## src/verilog/spi_sdc_pkg.sv

```systemverilog
package spi_sdc_pkg;

    // Register byte offsets on the bus
    localparam logic [7:0] CTRL_OFS     = 8'h00;
    localparam logic [7:0] STATUS_OFS   = 8'h08;
    localparam logic [7:0] DATA_OFS     = 8'h0c;
    localparam logic [7:0] POLY_OFS     = 8'h10;
    localparam logic [7:0] RECEIVE_CRC_VALUE_OFS    = 8'h14;
    localparam logic [7:0] TRANSMIT_CRC_VALUE_OFS    = 8'h18;

    // Reset values
    localparam logic [15:0] STATUS_RST  = 16'h0002;
    localparam logic [15:0] DATA_RST    = 16'h0000;
    localparam logic [15:0] POLY_RST    = 16'h0007;
    localparam logic [15:0] CRC_RST     = 16'h0000;
    localparam logic [6:0]  CTRL_RST    = 7'h00;

    // Control register bit positions
    localparam int CTRL_CRC_EN   = 0;
    localparam int CTRL_CRC_NEXT = 1;
    localparam int CTRL_RX_DMA   = 2;
    localparam int CTRL_ERR_IE   = 3;
    localparam int CTRL_FRAME16  = 4;
    localparam int CTRL_I2S      = 5;
    localparam int CTRL_PCM      = 6;
    localparam int CTRL_W        = 7;

    // Status register bit positions
    localparam int ST_RXNE       = 0;
    localparam int ST_TXE        = 1;
    localparam int ST_SIDE       = 2;
    localparam int ST_UDR        = 3;
    localparam int ST_CRCE       = 4;
    localparam int ST_MODF       = 5;
    localparam int ST_OVR        = 6;
    localparam int ST_BSY        = 7;
    localparam int ST_FRE        = 8;
    localparam int ST_RXLVL_LO   = 9;
    localparam int ST_TXLVL_LO   = 11;

    // Fill level codes
    localparam logic [1:0] LVL_EMPTY = 2'h0;
    localparam logic [1:0] LVL_FULL  = 2'h3;

    // Frame lengths in bits
    localparam logic [4:0] BITS8     = 5'h08;
    localparam logic [4:0] BITS16    = 5'h10;

endpackage : spi_sdc_pkg

```

## src/verilog/spi_status_data_crc_regs.sv

```systemverilog
// The Wishbone slave port was left to the implementer.
`timescale 1ns/1ps
// Summary of operation
// - Status bit 0 shows receive buffer holds unread data.
// - Status bit 1 shows transmit buffer is empty.
// - In I2S mode without PCM, status bit 2 gives channel side, 0 left, 1 right.
// - In I2S mode underrun sets bit 3, sticky until software clears.
// - In SPI mode CRC mismatch sets bit 4; writing zero clears it.
// - In SPI mode mode fault sets bit 5, sticky until cleared.
// - Receive overrun sets bit 6 in both modes, sticky until cleared.
// - Bit 7 is hardware busy, one during a transfer.
// - Frame format error sets bit 8; a status read clears it.
// - Bits 10:9 give receive fill level; zero in I2S or CRC mode.
// - Bits 12:11 give transmit fill level; unused in I2S mode.
// - After reset status reads 0x0002.
// - Data write loads transmit buffer; data read returns receive buffer.
// - Eight-bit frames use only the low byte; sixteen-bit frames all.
// - Writable 16-bit CRC polynomial, reset 0x0007, used by both CRCs.
// - Receive CRC accumulates, eight or sixteen bits by frame length.
// - Setting CRC enable clears the receive CRC.
// - Transmit CRC accumulates, eight or sixteen bits by frame length.
// - With receive DMA on, a request fires when receive data arrives.
// - With error interrupt on, any error flag raises the interrupt.
module spi_status_data_crc_regs (
    // Clock and reset
    input  wire logic        clk_i,
    input  wire logic        rst_i,
    // Wishbone slave
    input  wire logic        wb_cyc_i,
    input  wire logic        wb_stb_i,
    input  wire logic        wb_we_i,
    input  wire logic [7:0]  wb_adr_i,
    input  wire logic [3:0]  wb_sel_i,
    input  wire logic [31:0] wb_dat_i,
    output logic      [31:0] wb_dat_o,
    output logic             wb_ack_o,
    // Serial link pins, slave mode 0
    input  wire logic        sck_i,
    input  wire logic        cs_n_i,
    input  wire logic        mosi_i,
    input  wire logic        ws_i,
    output logic             miso_o,
    // Events from the rest of the unit
    input  wire logic        mode_fault_evt_i,
    input  wire logic        frame_err_evt_i,
    // Requests to the system
    output logic             rx_dma_req_o,
    output logic             irq_o
);

    typedef struct packed {
        logic                         ack;
        logic [31:0]                  rdat;
        logic [spi_sdc_pkg::CTRL_W-1:0] ctrl;
        logic [15:0]                  rx_buf;
        logic                         rx_full;
        logic [15:0]                  tx_buf;
        logic                         tx_full;
        logic [15:0]                  sh_rx;
        logic [15:0]                  sh_tx;
        logic [4:0]                   bitcnt;
        logic                         busy;
        logic                         side;
        logic                         crc_frame;
        logic                         udr;
        logic                         crce;
        logic                         modf;
        logic                         ovr;
        logic                         fre;
        logic [15:0]                  poly;
        logic [15:0]                  receive_crc_value;
        logic [15:0]                  transmit_crc_value;
        logic                         miso;
        logic                         dma_req;
        logic                         irq;
        logic [1:0]                   sck_s;
        logic                         sck_d;
        logic [1:0]                   cs_s;
        logic                         cs_d;
        logic [1:0]                   mosi_s;
        logic [1:0]                   ws_s;
    } state_t;

    state_t r;
    state_t n;

    // One CRC bit step, MSB first, width chosen by frame length
    function automatic logic [15:0] crc_step(input logic [15:0] crc,
                                             input logic        din,
                                             input logic [15:0] poly,
                                             input logic        w16);
        logic        fb;
        logic [15:0] res;
        fb  = (w16 ? crc[15] : crc[7]) ^ din;
        res = {crc[14:0], 1'b0} ^ (fb ? poly : 16'h0000);
        if (!w16) begin
            res[15:8] = 8'h00;
        end
        return res;
    endfunction : crc_step

    logic        w16;
    logic [4:0]  flen;
    logic        acc;
    logic        wr;
    logic        rd;
    logic        sck_rise;
    logic        sck_fall;
    logic        cs_act;
    logic        frm_start;
    logic        frm_done;
    logic        err_any;
    logic [15:0] status;
    logic [15:0] rx_word;
    logic [15:0] wdat;

    // Decode, status assembly and next state
    always_comb begin
        n         = r;
        w16       = r.ctrl[spi_sdc_pkg::CTRL_FRAME16];
        flen      = w16 ? spi_sdc_pkg::BITS16 : spi_sdc_pkg::BITS8;
        acc       = wb_cyc_i & wb_stb_i & ~r.ack;
        wr        = acc & wb_we_i & wb_sel_i[0];
        rd        = acc & ~wb_we_i;
        wdat      = {wb_sel_i[1] ? wb_dat_i[15:8] : 8'h00, wb_dat_i[7:0]};
        sck_rise  = r.sck_s[1] & ~r.sck_d;
        sck_fall  = ~r.sck_s[1] & r.sck_d;
        cs_act    = ~r.cs_s[1];
        frm_start = cs_act & r.cs_d;
        frm_done  = r.busy & sck_rise & (r.bitcnt == flen - 5'h01);
        rx_word   = w16 ? {r.sh_rx[14:0], r.mosi_s[1]}
                        : {8'h00, r.sh_rx[6:0], r.mosi_s[1]};

        // Status word as software sees it
        status                            = spi_sdc_pkg::STATUS_RST;
        status[spi_sdc_pkg::ST_RXNE]      = r.rx_full;
        status[spi_sdc_pkg::ST_TXE]       = ~r.tx_full;
        status[spi_sdc_pkg::ST_SIDE]      = r.side;
        status[spi_sdc_pkg::ST_UDR]       = r.udr;
        status[spi_sdc_pkg::ST_CRCE]      = r.crce;
        status[spi_sdc_pkg::ST_MODF]      = r.modf;
        status[spi_sdc_pkg::ST_OVR]       = r.ovr;
        status[spi_sdc_pkg::ST_BSY]       = r.busy;
        status[spi_sdc_pkg::ST_FRE]       = r.fre;
        // Receive level hidden in I2S mode and with CRC checking on
        status[spi_sdc_pkg::ST_RXLVL_LO +: 2] =
            (r.ctrl[spi_sdc_pkg::CTRL_I2S] | r.ctrl[spi_sdc_pkg::CTRL_CRC_EN]
             | ~r.rx_full) ? spi_sdc_pkg::LVL_EMPTY
                           : spi_sdc_pkg::LVL_FULL;
        // Single-entry buffer: one word counts as full
        status[spi_sdc_pkg::ST_TXLVL_LO +: 2] =
            (r.ctrl[spi_sdc_pkg::CTRL_I2S] | ~r.tx_full)
            ? spi_sdc_pkg::LVL_EMPTY : spi_sdc_pkg::LVL_FULL;

        // Input synchronisers and edge history
        n.sck_s  = {r.sck_s[0], sck_i};
        n.sck_d  = r.sck_s[1];
        n.cs_s   = {r.cs_s[0], cs_n_i};
        n.cs_d   = r.cs_s[1];
        n.mosi_s = {r.mosi_s[0], mosi_i};
        n.ws_s   = {r.ws_s[0], ws_i};

        // Bus answer, one cycle after the request is seen
        n.ack  = acc;
        n.rdat = 32'h0000_0000;
        if (rd) begin
            case (wb_adr_i)
                spi_sdc_pkg::CTRL_OFS:
                    n.rdat = {25'h0, r.ctrl};
                spi_sdc_pkg::STATUS_OFS:
                    n.rdat = {16'h0000, status};
                spi_sdc_pkg::DATA_OFS:
                    n.rdat = {16'h0000, r.rx_buf};
                spi_sdc_pkg::POLY_OFS:
                    n.rdat = {16'h0000, r.poly};
                spi_sdc_pkg::RECEIVE_CRC_VALUE_OFS:
                    n.rdat = {16'h0000, r.receive_crc_value};
                spi_sdc_pkg::TRANSMIT_CRC_VALUE_OFS:
                    n.rdat = {16'h0000, r.transmit_crc_value};
                default:
                    n.rdat = 32'h0000_0000;
            endcase
        end

        // Software side: clears first, hardware sets later win
        if (rd && wb_adr_i == spi_sdc_pkg::DATA_OFS) begin
            n.rx_full = 1'b0;
        end
        if (rd && wb_adr_i == spi_sdc_pkg::STATUS_OFS) begin
            n.fre = 1'b0;
        end
        if (wr) begin
            case (wb_adr_i)
                spi_sdc_pkg::CTRL_OFS: begin
                    n.ctrl = wb_dat_i[spi_sdc_pkg::CTRL_W-1:0];
                    // Clear only as the enable turns on, so that a
                    // write that arms the CRC frame keeps the results
                    if (wb_dat_i[spi_sdc_pkg::CTRL_CRC_EN]
                        && !r.ctrl[spi_sdc_pkg::CTRL_CRC_EN]) begin
                        n.receive_crc_value = spi_sdc_pkg::CRC_RST;
                        n.transmit_crc_value = spi_sdc_pkg::CRC_RST;
                    end
                end
                spi_sdc_pkg::STATUS_OFS: begin
                    // Only the sticky error bits react, to a zero
                    if (!wb_dat_i[spi_sdc_pkg::ST_UDR]) n.udr = 1'b0;
                    if (!wb_dat_i[spi_sdc_pkg::ST_CRCE]) n.crce = 1'b0;
                    if (!wb_dat_i[spi_sdc_pkg::ST_MODF]) n.modf = 1'b0;
                    if (!wb_dat_i[spi_sdc_pkg::ST_OVR]) n.ovr = 1'b0;
                end
                spi_sdc_pkg::DATA_OFS: begin
                    n.tx_buf  = w16 ? wdat : {8'h00, wdat[7:0]};
                    n.tx_full = 1'b1;
                end
                spi_sdc_pkg::POLY_OFS:
                    n.poly = wdat;
                default: begin
                end
            endcase
        end

        // Transfer start: capture channel side, load transmit word
        if (frm_start || (frm_done && cs_act)) begin
            n.busy      = 1'b1;
            n.bitcnt    = 5'h00;
            n.crc_frame = r.ctrl[spi_sdc_pkg::CTRL_CRC_EN]
                        & r.ctrl[spi_sdc_pkg::CTRL_CRC_NEXT]
                        & ~r.ctrl[spi_sdc_pkg::CTRL_I2S];
            n.side      = r.ctrl[spi_sdc_pkg::CTRL_I2S]
                        & ~r.ctrl[spi_sdc_pkg::CTRL_PCM] & r.ws_s[1];
            if (n.crc_frame) begin
                n.sh_tx = w16 ? r.transmit_crc_value : {r.transmit_crc_value[7:0], 8'h00};
            end else if (r.tx_full || (wr && wb_adr_i ==
                                       spi_sdc_pkg::DATA_OFS)) begin
                n.sh_tx   = w16 ? n.tx_buf : {n.tx_buf[7:0], 8'h00};
                n.tx_full = 1'b0;
            end else begin
                n.sh_tx = 16'h0000;
                if (r.ctrl[spi_sdc_pkg::CTRL_I2S]) begin
                    n.udr = 1'b1;
                end
            end
            n.miso = n.sh_tx[15];
        end else if (!cs_act) begin
            n.busy = 1'b0;
        end

        // Rising edge: sample data and advance both CRCs
        if (r.busy && cs_act && sck_rise && !frm_done) begin
            n.sh_rx  = {r.sh_rx[14:0], r.mosi_s[1]};
            n.bitcnt = r.bitcnt + 5'h01;
        end
        if (r.busy && cs_act && sck_rise && !r.crc_frame
            && r.ctrl[spi_sdc_pkg::CTRL_CRC_EN]) begin
            n.receive_crc_value = crc_step(r.receive_crc_value, r.mosi_s[1], r.poly, w16);
            n.transmit_crc_value = crc_step(r.transmit_crc_value, r.miso, r.poly, w16);
        end
        // Falling edge: present next transmit bit
        if (r.busy && cs_act && sck_fall) begin
            n.sh_tx = {r.sh_tx[14:0], 1'b0};
            n.miso  = r.sh_tx[14];
        end

        // Frame end: store received word or flag the loss
        if (frm_done) begin
            if (r.crc_frame) begin
                n.ctrl[spi_sdc_pkg::CTRL_CRC_NEXT] = 1'b0;
                if (rx_word != (w16 ? r.receive_crc_value : {8'h00, r.receive_crc_value[7:0]})) begin
                    n.crce = 1'b1;
                end
            end
            if (r.rx_full && !(rd && wb_adr_i == spi_sdc_pkg::DATA_OFS)) begin
                n.ovr = 1'b1;
            end else begin
                n.rx_buf  = rx_word;
                n.rx_full = 1'b1;
            end
            if (!cs_act) begin
                n.busy = 1'b0;
            end
        end

        // Events reported by the rest of the unit
        if (mode_fault_evt_i && !r.ctrl[spi_sdc_pkg::CTRL_I2S]) begin
            n.modf = 1'b1;
        end
        if (frame_err_evt_i) begin
            n.fre = 1'b1;
        end

        // DMA request pulse on receive data arriving
        n.dma_req = n.rx_full & ~r.rx_full
                  & r.ctrl[spi_sdc_pkg::CTRL_RX_DMA];
        // Error request follows the sticky error flags
        err_any = n.udr | n.crce | n.modf | n.ovr | n.fre;
        n.irq   = err_any & n.ctrl[spi_sdc_pkg::CTRL_ERR_IE];
    end

    // State register
    always_ff @(posedge clk_i) begin
        if (rst_i) begin
            r           <= '0;
            r.ctrl      <= spi_sdc_pkg::CTRL_RST;
            r.rx_buf    <= spi_sdc_pkg::DATA_RST;
            r.tx_buf    <= spi_sdc_pkg::DATA_RST;
            r.poly      <= spi_sdc_pkg::POLY_RST;
            r.receive_crc_value     <= spi_sdc_pkg::CRC_RST;
            r.transmit_crc_value     <= spi_sdc_pkg::CRC_RST;
            r.sck_s     <= 2'h0;
            r.cs_s      <= 2'h3;
            r.cs_d      <= 1'b1;
        end else begin
            r <= n;
        end
    end

    // Outputs straight from the state register
    assign wb_dat_o     = r.rdat;
    assign wb_ack_o     = r.ack;
    assign miso_o       = r.miso;
    assign rx_dma_req_o = r.dma_req;
    assign irq_o        = r.irq;

endmodule : spi_status_data_crc_regs

```

## config.mk

```make
export PLATFORM = sky130hd
export DESIGN_NAME = spi_status_data_crc_regs
export DESIGN_NICKNAME = d
export VERILOG_FILES = /design/src/verilog/spi_sdc_pkg.sv /design/src/verilog/spi_status_data_crc_regs.sv
export SDC_FILE = /design/constraint.sdc
export NUM_CORES = 1
export LEC_CHECK = 0
export BUFFER_PORTS_ARGS = -buffer_cell sky130_fd_sc_hd__buf_2
export CORE_ASPECT_RATIO = 0.75
export CORE_UTILIZATION = 59
export CTS_CLUSTER_SIZE = 14
export DETAILED_ROUTE_END_ITERATION = 16
export GPL_ROUTABILITY_DRIVEN = 1
export MAX_ROUTING_LAYER = met4
export PLACE_DENSITY = 0.8
export SETUP_SLACK_MARGIN = 0.4
export SLEW_MARGIN = 30
export SYNTH_ARGS = -nofsm -noshare
export SYNTH_HDL_FRONTEND = slang
export SYNTH_SLANG_ARGS = --single-unit
```

## constraint.sdc

```tcl
create_clock -name clk_i -period 3.8 [get_ports clk_i]
set_clock_uncertainty 0.2 [all_clocks]
set_input_delay 0.95 -clock clk_i [delete_from_list [all_inputs] [get_ports clk_i]]
set_output_delay 0.95 -clock clk_i [all_outputs]
set_load 0.005 [all_outputs]
```

==> run_results.csv <==
group,metric,value,unit
outcome,status,"finished, final reports clean",
placement,port_buffers,56,
drt,vias,7498,
die,fp.dieH,102.4,um
logic_synthesis,yosys_register_bits,162,
setup_path,worstSetupStartpoint,"wb_adr_i[4]",
clock_network,clock_tree_from_tritoncts,"done",
sta,setup-violations-final,0,
clock_network,holdBufCountCts,0,
drt,route.detailed.vias_per_inst,6.526,
sta,fmax,325.9,MHz
clock_network,cts_buffer_count,17,
drt,route.detailed.wl_per_inst,20.06,um
logic_synthesis,synth_largest_area_cell,"dfxtp_1",
drt,maxUsedRoutingLayer,"met4",
die,dieArea,13900,sq um
placement,hpwl_after_dpl,16070,um
clock_network,postCtsSetupBuffers,0,
setup_path,worstSetupEndpointType,"flip-flop",
logic_synthesis,yosys_most_used_dff,"dfxtp_1",
min_path,worst_min_path_start,"n[6]",
global_routing,first_pass_grt_wire_length,36940,um
logic_synthesis,syn_inst,949,
cells_and_area,num-nets-final,1021,
drt,detail_route.iter0.violations,1004,
setup_path,crit_type,"in -> reg",
die,die_width,135.8,um
global_routing,track_usage,36.14,%
power,power_density,408.6,nW/um^2
clock_network,htreeDepth,4,
clock_network,clock_insertion_delay_at_the_later_pin_of_the_skew_report,0.43,ns
sta,final.min_clock_period,3.069,ns
min_path,hp-class,"reg -> reg",
global_routing,grt-ovfl-total,0,
die,io-pin-count,91,
power,irDropWorstVdd,0.3166,mV
drt,routedLengthMet1,9962,um
logic_synthesis,yosys_warnings,0,
setup_path,worst-endpoint-required,3.96,ns
power,leakage,3.030,nW
setup_path,path_max_fanout,16,
sta,relSlewSlack,47.75,%
drt,post_route_drc,0,
global_routing,number_of_antenna_violations_at_the_first_check_in_global_routing,0,
clock_network,cts_resized,0,
logic_synthesis,netlist.area_leader.share,40.93,%
placement,placedInstanceArea,8183,sq um
logic_synthesis,synth_enable_flop_cells,0,
setup_path,cp-start-kind,"primary input",
cells_and_area,finalCoreUtilization,67.17,%
setup_path,worst_r2r_startpoint,"r[68]",
placement,gp_congestion,0.9734,
sta,max_slew_violation_count,0,
clock_network,clk_path_buf_depth,2,
drt,firstDrtPassIters,6,
flow_run,maxCapViolCount,0,
drt,drt_wl_total,23050,um
clock_network,cts_sinks,162,
cells_and_area,insertedDiodeCount,0,
drt,wl_met3,2685,um
die,rows,36,
clock_network,clock_tree.root_cell,"clkbuf_16",
logic_synthesis,synthDistinctLibCells,63,
cells_and_area,syn_to_final_growth,10.75,%
die,placeableCoreArea,13060,sq um
logic_synthesis,synth.yosys.seq_area_share,40.93,%
sta,rsz0062_at_grt,"false",
drt,final_antenna_net_count,0,
cells_and_area,final_cell_area,8775,sq um
die,effective_utilization_at_floorplan,60.65,%
cells_and_area,drive_gt1_share,14.21,%
sta,setup_total_negative_slack,0,ns
logic_synthesis,syn_area,7923,sq um
logic_synthesis,synth_area_leaders,"dfxtp_1 41%, a21oi_1 6.1%, mux2i_1 4.7%",
drt,wl_met2,9857,um
sta,timing.final.crit_share,80.75,%
global_routing,first_global_vias,6755,
setup_path,crit_arrival,3.23,ns
logic_synthesis,synth.avg_cell_area,8.348,sq um
sta,final_hold_viol_count,0,
logic_synthesis,asyncSetResetFlopFracSynth,0,%
sta,worst_pin_slew,0.7800,ns
global_routing,grt_max_degree,61,
clock_network,clk_pin_slew,0.07,ns
## kinds of logic after synthesis
logic type | synth area share [%]
buffers and inverters | 7.786
muxes | 5.812
adders and majority gates | 0.1579
other | 0.04733
AOI/OAI and AO/OA | 22.25
DFF | 40.93
xor gates and xnor gates | 3.427
and+or+nand+nor | 19.58
## placed cells by master (no fill, tap or decap), types with 4 or more instances in the layout
cell type	n
a211o_1	6
a211oi_1	18
a21boi_0	22
a21oi_1	96
a222oi_1	7
a22oi_1	24
a31oi_1	16
a41o_1	5
and2_1	10
buf_2	55
buf_4	30
clkbuf_16	17
conb_1	16
dfxtp_1	162
inv_1	21
inv_6	6
mux2_2	4
mux2i_1	37
nand2_1	90
nand3_1	53
nand4_1	11
nor2_1	59
nor2b_1	9
nor3_1	43
o21ai_0	41
o2bb2ai_1	8
o31a_1	4
o41ai_1	7
or2_2	5
xnor2_1	27
## cell usage after synthesis (8+ instances only)
cell type and count:
nand2_1 90, a31oi_1 17, nand4_1 11, o2bb2ai_1 8, nor2b_1 9, dfxtp_1 162
a211oi_1 18, a21boi_0 22, a22oi_1 24, inv_1 21, clkbuf_1 57, o21ai_0 41
nand3_1 53, xnor2_1 28, buf_4 32, nor2_1 59, and2_1 10, nor3_1 44
a21oi_1 96, mux2i_1 37
## registers in the layout, summed over array words and instances, names as in the netlist
signal,flops
miso_o,1
wb_dat_o,16
n,6
rx_dma_req_o,1
irq_o,1
r,136
wb_ack_o,1
## worst paths after layout
kind	to	slack, ns	cells past startpoint
max	r[133]	0.73	8
min	n[4]	0.22	1
max reg2reg	r[26]	0.83	6
min reg2reg	n[4]	0.22	1
## through the flow
stage	hold WS (ns)	power, mW	instances	worst slack [ns]
2_1_floorplan	0.1895	1.834	964	0.4734
3_3_place_gp	0.1908	1.874	1117	0.3613
3_5_place_dp	0.2019	1.877	1117	0.3558
4_1_cts	0.2174	3.582	1149	0.8001
5_1_grt	0.2258	3.668	1149	0.6392
6_report	0.2159	3.585	1149	0.7313
## per-layer routing
layer / global-route usage (%) / vias to the layer above
met3: 8.681 / 63
met5: - / -
met4: 10.89 / 0
li1: - / 3414
met1: 50.06 / 3578
met2: 51.61 / 443
## power breakdown
| group | switching, mW | internal (mW) |
|---|---|---|
| clock network | 0.747 | 0.995 |
| registers | 0.00585 | 1.70 |
| logic | 0.0937 | 0.0397 |
## worst max-delay path: stages
cell	delay, ns
buf_2	0.20
or4_4	0.58
buf_4	0.21
nor4_1	0.58
o21a_1	0.19
buf_4	0.23
nand3_1	0.10
a21oi_1	0.17
## final cells by class
class	count	area, sq um
Clock inverter	14	151.4
Inverter	22	82.58
Multi-Input combinational cell	677	4144
Timing Repair Buffer	85	500.5
Fill cell	1148	4288
Sequential cell	162	3243
Clock buffer	18	439.2
Tap cell	171	214.0
(Power assumes the default switching activity.)
